<file path="src/include/ffps_pkg.sv">
package ffps_pkg;
  // ==========================================
  // timing
  localparam int unsigned CLK_HZ = 10_000_000;
  localparam int unsigned CLK_NS = 1_000_000_000 / CLK_HZ;
  localparam int unsigned BLANK_NS = 600;
  localparam int unsigned BLANK_CYC = (BLANK_NS + CLK_NS - 1) / CLK_NS;
  localparam int unsigned OVL_MS = 64;
  localparam int unsigned OVL_CYC_DEF = OVL_MS * (CLK_HZ / 1000);
  localparam int unsigned OFF_S = 1;
  localparam int unsigned OFF_CYC_DEF = OFF_S * CLK_HZ;
  localparam int unsigned SS_MS = 8;
  localparam int unsigned SS_CYC_DEF = SS_MS * (CLK_HZ / 1000);
  localparam int unsigned TW = 24;
  localparam int unsigned BW = 4;
  localparam logic [BW-1:0] BLANK_CNT = BW'(BLANK_CYC);
  localparam logic [2:0] EVT_LATCH = 3'h4;
  // ==========================================
  // states
  typedef enum logic [2:0] {
    FFPS_WAIT = 3'b000,
    FFPS_SOFT = 3'b001,
    FFPS_RUN = 3'b010,
    FFPS_HICCUP = 3'b011,
    FFPS_LATCH = 3'b100
  } ffps_state_t;
endpackage

</file>
<file path="src/verilog/ffps_top.sv">
`timescale 1ns/1ps
module ffps_top
  import ffps_pkg::*;
#(
  parameter int unsigned OVL_CYC = ffps_pkg::OVL_CYC_DEF,
  parameter int unsigned OFF_CYC = ffps_pkg::OFF_CYC_DEF,
  parameter int unsigned SS_CYC = ffps_pkg::SS_CYC_DEF
) (
  // clock and reset
  input wire logic clk_sys,
  input wire logic sys_rst,
  // comparators
  input wire logic cmp_upper_fault,
  input wire logic cmp_lower_fault,
  input wire logic vcc_above_min,
  input wire logic vcc_above_on,
  input wire logic brown_out_ok,
  input wire logic overload_flag,
  input wire logic fb_above_fold,
  input wire logic fb_above_fold_margin,
  input wire logic drive_clk_pulse,
  // options
  input wire logic fault_auto_recover,
  // outputs
  output logic gate_drive_en,
  output logic startup_src_en,
  output logic overtemp_pullup_en,
  output logic overtemp_pullup_double,
  output logic over_power_offset_en,
  output logic over_power_offset_ramp,
  output logic soft_start_active,
  output logic latched_off
);
  import ffps_pkg::*;

  // ==========================================
  // fault pin qualification
  logic [BW-1:0] ov_cnt_q, ov_cnt_d, ot_cnt_q, ot_cnt_d;
  logic ev_seen_q, ev_seen_d;
  logic [2:0] evt_q, evt_d;
  logic ov_valid, ot_valid, pin_fault;
  ffps_state_t st_q, st_d;
  logic [TW-1:0] ovl_q, ovl_d, off_q, off_d, ss_q, ss_d;
  logic off_run_q, off_run_d;
  logic on_prev_q, bo_prev_q;
  logic on_rise, bo_rise;
  logic drv_q, src_q, pu_q, pud_q, opo_q, opr_q, ss_act_q, lat_q;
  logic drv_d, src_d, pu_d, pud_d, opo_d, opr_d, ss_act_d, lat_d;

  assign on_rise = vcc_above_on && !on_prev_q;
  assign bo_rise = brown_out_ok && !bo_prev_q;
  assign ov_valid = cmp_upper_fault && (ov_cnt_q == BLANK_CNT);
  // low comparator ignored in soft-start: pin capacitor still charging
  assign ot_valid = cmp_lower_fault &&
                    (ot_cnt_q == BLANK_CNT) && (st_q != FFPS_SOFT);

  always_comb begin
    ov_cnt_d = cmp_upper_fault ? ov_cnt_q : '0;
    if (cmp_upper_fault && ov_cnt_q != BLANK_CNT) begin
      ov_cnt_d = ov_cnt_q + BW'(1);
    end
    ot_cnt_d = cmp_lower_fault ? ot_cnt_q : '0;
    if (cmp_lower_fault && ot_cnt_q != BLANK_CNT) begin
      ot_cnt_d = ot_cnt_q + BW'(1);
    end
    ev_seen_d = ev_seen_q || ov_valid || ot_valid;
    evt_d = evt_q;
    pin_fault = 1'b0;
    if (st_q != FFPS_SOFT && st_q != FFPS_RUN) begin
      evt_d = '0;
      ev_seen_d = 1'b0;
    end else if (drive_clk_pulse) begin
      ev_seen_d = 1'b0;
      if (ev_seen_q || ov_valid || ot_valid) begin
        evt_d = evt_q + 3'h1;
      end else begin
        evt_d = '0;
      end
    end
    if (evt_q == EVT_LATCH) begin
      pin_fault = 1'b1;
      evt_d = '0;
    end
  end

  always_ff @(posedge clk_sys or posedge sys_rst) begin
    if (sys_rst) begin
      ov_cnt_q <= '0;
      ot_cnt_q <= '0;
      ev_seen_q <= 1'b0;
      evt_q <= '0;
    end else begin
      ov_cnt_q <= ov_cnt_d;
      ot_cnt_q <= ot_cnt_d;
      ev_seen_q <= ev_seen_d;
      evt_q <= evt_d;
    end
  end

  // ==========================================
  // sequencer
  always_comb begin
    st_d = st_q;
    ovl_d = '0;
    off_d = off_q;
    ss_d = ss_q;
    off_run_d = off_run_q;
    unique case (st_q)
      FFPS_WAIT: begin
        if (on_rise) begin
          st_d = FFPS_SOFT;
          ss_d = '0;
        end
      end
      FFPS_SOFT, FFPS_RUN: begin
        if (st_q == FFPS_SOFT) begin
          ss_d = ss_q + TW'(1);
          if (ss_q == TW'(SS_CYC - 1)) begin
            st_d = FFPS_RUN;
          end
        end
        if (overload_flag) begin
          ovl_d = ovl_q + TW'(1);
        end
        if (pin_fault && !fault_auto_recover) begin
          st_d = FFPS_LATCH;
        end else if (pin_fault || (overload_flag && ovl_q == TW'(OVL_CYC - 1))) begin
          st_d = FFPS_HICCUP;
          off_d = '0;
          off_run_d = 1'b1;
        end else if (!vcc_above_min) begin
          st_d = FFPS_WAIT;
        end
      end
      FFPS_HICCUP: begin
        // hiccup off timer runs to OFF_CYC, but ends early when the brown-out level rises
        if (off_run_q) begin
          off_d = off_q + TW'(1);
          if (off_q == TW'(OFF_CYC - 1)) begin
            off_run_d = 1'b0;
          end
        end
        if (bo_rise) begin
          off_run_d = 1'b0;
        end
        if (on_rise && !off_run_q) begin
          st_d = FFPS_SOFT;
          ss_d = '0;
        end
      end
      FFPS_LATCH: begin
        if (bo_rise) begin
          st_d = FFPS_WAIT;
        end
      end
      default: st_d = FFPS_WAIT;
    endcase
    drv_d = (st_d == FFPS_SOFT) || (st_d == FFPS_RUN);
    // source starts only below minimum, then charges up to turn-on;
    // the hysteresis keeps the supply cycling in latch and hiccup
    src_d = !drv_d && (src_q ? !vcc_above_on : !vcc_above_min);
    pu_d = vcc_above_min && drv_d;
    pud_d = pu_d && (st_d == FFPS_SOFT);
    opo_d = drv_d && fb_above_fold;
    opr_d = opo_d && !fb_above_fold_margin;
    ss_act_d = (st_d == FFPS_SOFT);
    lat_d = (st_d == FFPS_LATCH);
  end

  always_ff @(posedge clk_sys or posedge sys_rst) begin
    if (sys_rst) begin
      st_q <= FFPS_WAIT;
      ovl_q <= '0;
      off_q <= '0;
      ss_q <= '0;
      off_run_q <= 1'b0;
      on_prev_q <= 1'b0;
      bo_prev_q <= 1'b0;
      drv_q <= 1'b0;
      src_q <= 1'b0;
      pu_q <= 1'b0;
      pud_q <= 1'b0;
      opo_q <= 1'b0;
      opr_q <= 1'b0;
      ss_act_q <= 1'b0;
      lat_q <= 1'b0;
    end else begin
      st_q <= st_d;
      ovl_q <= ovl_d;
      off_q <= off_d;
      ss_q <= ss_d;
      off_run_q <= off_run_d;
      on_prev_q <= vcc_above_on;
      bo_prev_q <= brown_out_ok;
      drv_q <= drv_d;
      src_q <= src_d;
      pu_q <= pu_d;
      pud_q <= pud_d;
      opo_q <= opo_d;
      opr_q <= opr_d;
      ss_act_q <= ss_act_d;
      lat_q <= lat_d;
    end
  end

  assign gate_drive_en = drv_q;
  assign startup_src_en = src_q;
  assign overtemp_pullup_en = pu_q;
  assign overtemp_pullup_double = pud_q;
  assign over_power_offset_en = opo_q;
  assign over_power_offset_ramp = opr_q;
  assign soft_start_active = ss_act_q;
  assign latched_off = lat_q;

  // ==========================================
  // assertions
  a_latch_drive_off: assert property (@(posedge clk_sys) disable iff (sys_rst)
    st_q == FFPS_LATCH |-> !gate_drive_en) else $error("drive on while latched");
  a_latch_holds: assert property (@(posedge clk_sys) disable iff (sys_rst)
    st_q == FFPS_LATCH && !bo_rise |=> st_q == FFPS_LATCH)
    else $error("latch cleared without brown-out");
  a_ot_ignored_ss: assert property (@(posedge clk_sys) disable iff (sys_rst)
    st_q == FFPS_SOFT |-> !ot_valid) else $error("low comparator used in soft-start");
  a_blank_short: assert property (@(posedge clk_sys) disable iff (sys_rst)
    !cmp_upper_fault ##1 cmp_upper_fault |-> !ov_valid) else $error("unblanked over-voltage");
  a_pullup_min: assert property (@(posedge clk_sys) disable iff (sys_rst)
    overtemp_pullup_en |-> $past(vcc_above_min)) else $error("pull-up before minimum");
  a_double_ss: assert property (@(posedge clk_sys) disable iff (sys_rst)
    overtemp_pullup_double |-> soft_start_active) else $error("double current outside soft-start");
  a_src_below_min: assert property (@(posedge clk_sys) disable iff (sys_rst)
    $rose(startup_src_en) |-> !$past(vcc_above_min)) else $error("source on above minimum");
  a_src_to_on: assert property (@(posedge clk_sys) disable iff (sys_rst)
    $fell(startup_src_en) && !gate_drive_en |-> $past(vcc_above_on))
    else $error("source stopped below turn-on");
  a_no_early_restart: assert property (@(posedge clk_sys) disable iff (sys_rst)
    st_q == FFPS_HICCUP && off_run_q && !bo_rise |=> st_q == FFPS_HICCUP)
    else $error("restart during off timer");
  a_opp_suppress: assert property (@(posedge clk_sys) disable iff (sys_rst)
    !fb_above_fold |=> !over_power_offset_en) else $error("offset below foldback");
  a_opp_ramp: assert property (@(posedge clk_sys) disable iff (sys_rst)
    over_power_offset_ramp |-> over_power_offset_en) else $error("ramp without offset");

  // ==========================================
  // fault pin event counting
  a_evt_clear: assert property (@(posedge clk_sys) disable iff (sys_rst)
    st_q == FFPS_RUN && drive_clk_pulse && !ev_seen_q && !ov_valid && !ot_valid
    |=> evt_q == '0) else $error("counter kept after clean pulse");
  a_evt_latch: assert property (@(posedge clk_sys) disable iff (sys_rst)
    evt_q == EVT_LATCH && !fault_auto_recover |=> st_q == FFPS_LATCH)
    else $error("fourth event did not latch");
  a_pin_recover: assert property (@(posedge clk_sys) disable iff (sys_rst)
    evt_q == EVT_LATCH && fault_auto_recover |=> st_q == FFPS_HICCUP)
    else $error("recovery option ignored");
  a_latch_out: assert property (@(posedge clk_sys) disable iff (sys_rst)
    latched_off |-> !gate_drive_en) else $error("latched flag with drive on");

  // ==========================================
  // overload hiccup
  a_ovl_fault: assert property (@(posedge clk_sys) disable iff (sys_rst)
    st_q == FFPS_RUN && overload_flag && ovl_q == TW'(OVL_CYC - 1) && !pin_fault
    |=> st_q == FFPS_HICCUP) else $error("overload not acknowledged");
  a_hiccup_drive: assert property (@(posedge clk_sys) disable iff (sys_rst)
    st_q == FFPS_HICCUP |-> !gate_drive_en) else $error("drive on in hiccup");
  a_hiccup_bo: assert property (@(posedge clk_sys) disable iff (sys_rst)
    st_q == FFPS_HICCUP && off_run_q && off_q != TW'(OFF_CYC - 1) && !bo_rise
    |=> off_run_q) else $error("off timer cut short");
  a_bo_abort: assert property (@(posedge clk_sys) disable iff (sys_rst)
    st_q == FFPS_HICCUP && bo_rise |=> !off_run_q)
    else $error("brown-out recovery ignored");
  a_restart_soft: assert property (@(posedge clk_sys) disable iff (sys_rst)
    $rose(gate_drive_en) |-> soft_start_active) else $error("restart without soft-start");
  a_ss_bound: assert property (@(posedge clk_sys) disable iff (sys_rst)
    st_q == FFPS_SOFT |-> ss_q < TW'(SS_CYC)) else $error("soft-start overrun");

  // ==========================================
  // coverage
  c_hiccup: cover property (@(posedge clk_sys) st_q == FFPS_HICCUP ##1 st_q == FFPS_SOFT);
  c_latch: cover property (@(posedge clk_sys) st_q == FFPS_RUN ##1 st_q == FFPS_LATCH);
  c_bo_clear: cover property (@(posedge clk_sys) st_q == FFPS_LATCH ##1 st_q == FFPS_WAIT);
  c_bo_abort: cover property (@(posedge clk_sys) st_q == FFPS_HICCUP && off_run_q && bo_rise);
endmodule // ffps_top

</file>
<file path="config.mk">
export PLATFORM = sky130hd
export DESIGN_NAME = ffps_top
export DESIGN_NICKNAME = d
export VERILOG_FILES = /design/src/include/ffps_pkg.sv /design/src/verilog/ffps_top.sv
export SDC_FILE = /design/constraint.sdc
export NUM_CORES = 1
export LEC_CHECK = 0
export ABC_CLOCK_PERIOD_IN_PS = 3500
export BUFFER_PORTS_ARGS = -buffer_cell sky130_fd_sc_hd__buf_2
export CAP_MARGIN = 25
export CORE_AREA = 8 8 140 109
export CTS_CLUSTER_DIAMETER = 100
export DETAILED_ROUTE_END_ITERATION = 10
export DIE_AREA = 0 0 148 117
export PLACE_DENSITY = 0.55
export SLEW_MARGIN = 20
export SYNTH_ARGS = -nofsm -noshare
export SYNTH_HDL_FRONTEND = slang
export SYNTH_SLANG_ARGS = --single-unit
</file>
<file path="constraint.sdc">
create_clock -name clk_sys -period 3.5 [get_ports clk_sys]
set_input_delay 0.7 -clock clk_sys [delete_from_list [all_inputs] [get_ports clk_sys]]
set_output_delay 0.7 -clock clk_sys [all_outputs]
set_load 0.02 [all_outputs]
</file>
Word-level counts from Yosys, hierarchy flattened
Index checks and enable logic that the tools add are counted.
- output and inout port bits: 8
- input bits: 12
- ROM bits: 0
- bits in latches: 0
- bits in writable memories: 0
- word-level logic and storage cells: 123
- memories: 0
- register bits after elaboration: 98
- bitwise gates (word level): 0
- equal/unequal tests: 25
- divide/modulo/power cells: 0
- shifts and indexed selects: 0
- muxes and demuxes: 37
- reductions and logical operators: 36
- $add $sub $neg: 6
- multiply operators: 0
- $lt $le $gt $ge: 0
- operators with widths (cell ; number):
    2-to-1 mux 24 bit ; 8
    adder 24 x 1 -> 24 bit, second input constant ; 3
    case mux 24 bit (3 select lines) ; 1
    case mux 24 bit (2 select lines) ; 1
    2-to-1 mux 3 bit ; 12
    == test 24 x 17 -> 1 bit, second input constant ; 1
    == test 24 x 20 -> 1 bit, second input constant ; 1
    == test 24 bit, second input constant ; 1
    logical AND 1 bit ; 16
    2-to-1 mux 4 bit ; 4
    != test 2 bit, second input constant ; 6
    case mux 3 bit (4 select lines) ; 1
    == test 3 x 2 -> 1 bit, second input constant ; 3
    == test 3 bit, second input constant ; 3
    2-to-1 mux 1 bit ; 9
    adder 4 x 1 -> 4 bit, second input constant ; 2
    == test 4 x 3 -> 1 bit, second input constant ; 2
    logical NOT 1 bit ; 8
    != test 4 x 3 -> 1 bit, second input constant ; 2
    AND reduction 4 bit ; 2
    == test 3 x 1 -> 1 bit, second input constant ; 2
    nonzero test 3 bit ; 2
    logical OR 1 bit ; 4
    != test 2 x 1 -> 1 bit, second input constant ; 2
    other kinds (8) ; 8

Logic depth before layout (Yosys ltp)
- depth after elaboration: 11
- depth in mapped cells: 9
- depth with buffers taken out: 8

Least setup slack after synthesis
Ideal clock, no wire load.
- path type: input-to-reg
- start point: input port vcc_above_on
- end point: register ss_q[20]
- required time: 3422 ps
- setup slack: 1398 ps
- setup time: 78 ps
- stages: 6
- path buffers: 0
- data arrival time: 2024 ps
- cell sequence: nand2b_1 > nor3_1 > o21ai_1 > or3_1 > or3_1 > a21oi_1
- longest elaborated chain between the ends: 4
- elaborated cells between the ends (all ways): 5
- classes of those cells: eq/ne (2); reduce/logical (3)
- ends and longest elaborated chain (what ; line ; text):
    start: declaration ; ffps_top.sv:16 ; input wire logic vcc_above_on,
    logical AND 1 bit (*) ; ffps_top.sv:50 ; assign on_rise = vcc_above_on && !on_prev_q;
    logical AND 1 bit ; ffps_top.sv:146 ; if (on_rise && !off_run_q) begin
    != test 2 bit (no line) ; - ;
    AND reduction 4 bit (no line) (*) ; - ;
    end signal: assignment ; ffps_top.sv:191 ; ss_q <= ss_d;
    end: declaration ; ffps_top.sv:43 ; logic [TW-1:0] ovl_q, ovl_d, off_q, off_d, ss_q, ss_d;
Mark *: on every way between the ends. The rest lies on a longest branch, timed or not.
A chain may end at the register's enable or synchronous reset.

Worst setup path in the final report
- start point: register st_q[0]
- end point: register ss_q[16]
- longest elaborated chain between the ends: 4
- elaborated cells between the ends (all ways): 11
- classes of those cells: eq/ne (6); mux (1); reduce/logical (4)
- ends and longest elaborated chain (what ; line ; text):
    start: declaration ; ffps_top.sv:42 ; ffps_state_t st_q, st_d;
    start signal: assignment ; ffps_top.sv:188 ; st_q <= st_d;
    == test 3 x 1 -> 1 bit / == test 3 x 2 -> 1 bit (equally long branches) ; ffps_top.sv:108, ffps_top.sv:116 ;
    OR reduction 2 bit ; ffps_top.sv:108 ; unique case (st_q)
    != test 2 bit (no line) / nonzero test 3 bit (equally long branches) ; - ;
    AND reduction 4 bit (no line) ; - ;
Several ways; a longest one is shown, not always the timed one.

==> metrics.txt <==
Vias/cell=5.294; All-Layer GR Usage=13.17%; Distinct cells, synth=58; Post-Syn Area=5086 um2; root buf cell=clkbuf_16; Pleak=0.002391 uW; vias post-DR=3870; Hold Path Depth=1; Critical Path Source Type=flip-flop; per-cell routed wire length=14.78 um; final worst path period share=68.33%; cts bufs inserted=9; IO Count=20; RSZ-0062 raised after global routing=false; peak supply drop=229.3 uV; largest net degree at the start of global routing=62; setup ws final=1.108 ns; Max Clk Rate=0.4181 GHz; reg2reg start=st_q[0]; crit end category=flip-flop; Seq/Total Area, Yosys=48.22%; Synth top area share=48.22%; Synth async-reset ratio=100.0%; Initial Utilization=38.41%; sum of negative setup slack=0 ns; DP Worst Slack=0.7960 ns; CP arrival=2.67 ns; first-pass GRT wire length=18270 um; Worst EP required=3.78 ns; layout cells sized above 1=10.25%; dominant cell type by area after synthesis=dfrtp_1; measured slew at the worst slew-check pin=0.9761 ns; die width=148 um; synth warn=0; initial antenna violation count=0; Layout Nets=572; Crit Path Max Fanout=16; PortBufs=19; worst r2r path cells=6; hold path startpoint=brown_out_ok; CTS max path bufs=2; Die Ht=117 um; vias in the first global route=3721; final hold vios=0; Syn Inst Count=530; Mapped Avg Cell Area=9.596 um2; antenna-violating nets left=0; flops & latches, synth=98; Placer Congestion=0.8204; number of synthesized flops with an enable pin=0; Setup-failing EPs final=0; CTS Hold Bufs=0; dpl hpwl=7523 um; growth of design area from synthesis to finish=11.93%; worst min-delay path category=input port to flip-flop; clk_skew=0.007980 ns; most numerous cell in the Yosys netlist=dfrtp_1; CTS Sinks=98; ys flop type=dfrtp_1; worst r2r dst=ss_q[16]; hold endpoint=bo_prev_q; Rel. slew slack=34.49%; Setup CP Type=flip-flop to flip-flop; outcome=complete, no violations; CTS tree=done; final WL=10810 um; DR iter-0 viols=268; Power, Total=2412 uW; row count=37; R2R Setup Slk=1.11 ns; grt total ovfl=0; router iterations before antenna repair=4; Power Dens Cells=423.6 nW/um2; final core utilization=43.00%; Commonest cells post-synth=dfrtp_1, nor2_1, xnor2_1, nand2_1, nand3_1; Core Region=13240 um2; setup bufs post-CTS=0; H-tree levels=3; antenna diode count=0; latest clock arrival within the worst-skew pair=0.35 ns; Reg clk slew, reported paths=0.07 ns; drt drc=0; syn nets=551; CTS resizes=0; max cap viols=0; top cells by area, synth=dfrtp_1, xnor2_1, nor2_1; fin. max-slew vios=0; Die ar.=17320 um2; Final Critical Period=2.392 ns
-- flip-flops by register name (all words and copies together) (netlist names) --
register	flops
off_q	24
evt_q	3
ovl_q	24
ev_seen_q	1
on_prev_q	1
overtemp_pullup_en	1
st_q	3
latched_off	1
ov_cnt_q	4
ss_q	24
overtemp_pullup_double	1
off_run_q	1
soft_start_active	1
gate_drive_en	1
ot_cnt_q	4
bo_prev_q	1
over_power_offset_ramp	1
over_power_offset_en	1
startup_src_en	1
-- routing by layer --
metal	track usage, %	up-vias	part of all wire [%]	routed length, um
met2	19.54	79	43	4621
met1	18.29	1876	52	5597
met4	4.336	0	0.68	74
met5	0	-	0	0
li1	-	1906	-	-
met3	3.611	9	4.8	514
-- worst max-delay path, stage by stage (launching register included) --
cell and delay (ns):
dfrtp_1 0.57, inv_2 0.06, nor3_1 0.25, o21ai_1 0.39, or3_1 0.57, or3_1 0.34
a21oi_1 0.14
-- worst max-delay path by stage --
stage / from / depth (start not counted) / slack (ns) / end
after floorplan: sys_rst / 1 / 0.24 / bo_prev_q
final: st_q[0] / 6 / 1.11 / ss_q[16]
after global placement: vcc_above_on / 7 / 0.89 / ss_q[16]
after CTS: st_q[0] / 6 / 1.09 / ss_q[22]
after global routing: st_q[0] / 6 / 0.94 / ss_q[22]
after detailed placement: vcc_above_on / 7 / 0.80 / ss_q[16]
-- cell type report --
class	instances	area, um2
Clock buffer	13	280.3
Clock inverter	3	45.04
Fill cell	1325	7547
Inverter	19	73.82
Multi-Input combinational cell	398	2482
Sequential cell	98	2452
Tap cell	175	219.0
Timing Repair Buffer	25	140.1
-- per-stage QoR --
stage / hold WS (ns) / instances / area, um2
3_3_place_gp: 0.4810 / 715 / 5368
4_1_cts: 0.4559 / 731 / 5693
3_5_place_dp: 0.4745 / 715 / 5368
6_report: 0.4691 / 731 / 5693
2_1_floorplan: 0.4549 / 530 / 5086
5_1_grt: 0.4572 / 731 / 5693
-- logic make-up after synthesis --
kind of cell             synth area share [%]
AO/OA/AOI/OAI                           7.897
XOR/XNOR                                9.766
adder cells (fa/ha/maj)                 2.214
buffers and inverters                   2.976
flip-flops                              48.22
multiplexers                           0.4182
AND/OR/NAND/NOR                         28.51
-- layout by cell type, fill, tap and decap left out, types with 2 or more instances in the layout --
master | Yosys | final
nand3_1 | 30 | 30
o211a_1 | 2 | 2
nor3_2 | 2 | 2
o21ai_0 | 23 | 23
a31oi_1 | 6 | 6
and3b_1 | 3 | 3
nor4_1 | 15 | 15
xnor2_1 | 42 | 42
and3_1 | 17 | 17
dfrtp_1 | 98 | 98
xor2_1 | 11 | 11
buf_2 | 4 | 19
nor2_1 | 71 | 71
inv_1 | 18 | 17
nor2b_1 | 4 | 4
clkbuf_8 | 0 | 4
ha_1 | 9 | 9
clkinvlp_4 | 0 | 2
or2_2 | 2 | 2
nand4_1 | 12 | 12
and4_1 | 5 | 5
and2_1 | 6 | 6
o21a_1 | 2 | 2
o22ai_1 | 3 | 3
a21oi_1 | 16 | 16
o21ai_1 | 2 | 2
nor3_1 | 24 | 24
nand3b_1 | 3 | 3
a22o_1 | 2 | 2
buf_4 | 3 | 6
nor4b_1 | 11 | 11
clkbuf_16 | 0 | 9
nand2_1 | 36 | 36
or3_1 | 9 | 9
nand2b_1 | 8 | 8
-- report_power, final --
group / total, uW / internal (uW) / switching (uW) / leakage (uW)
combinational: 166 / 52.7 / 113 / 0.000893
sequential: 1180 / 1160 / 26.2 / 0.00134
clock: 1060 / 632 / 429 / 0.000154
total: 2410 / 1840 / 568 / 0.00239
Note: power is estimated with default switching activity, not from simulation.
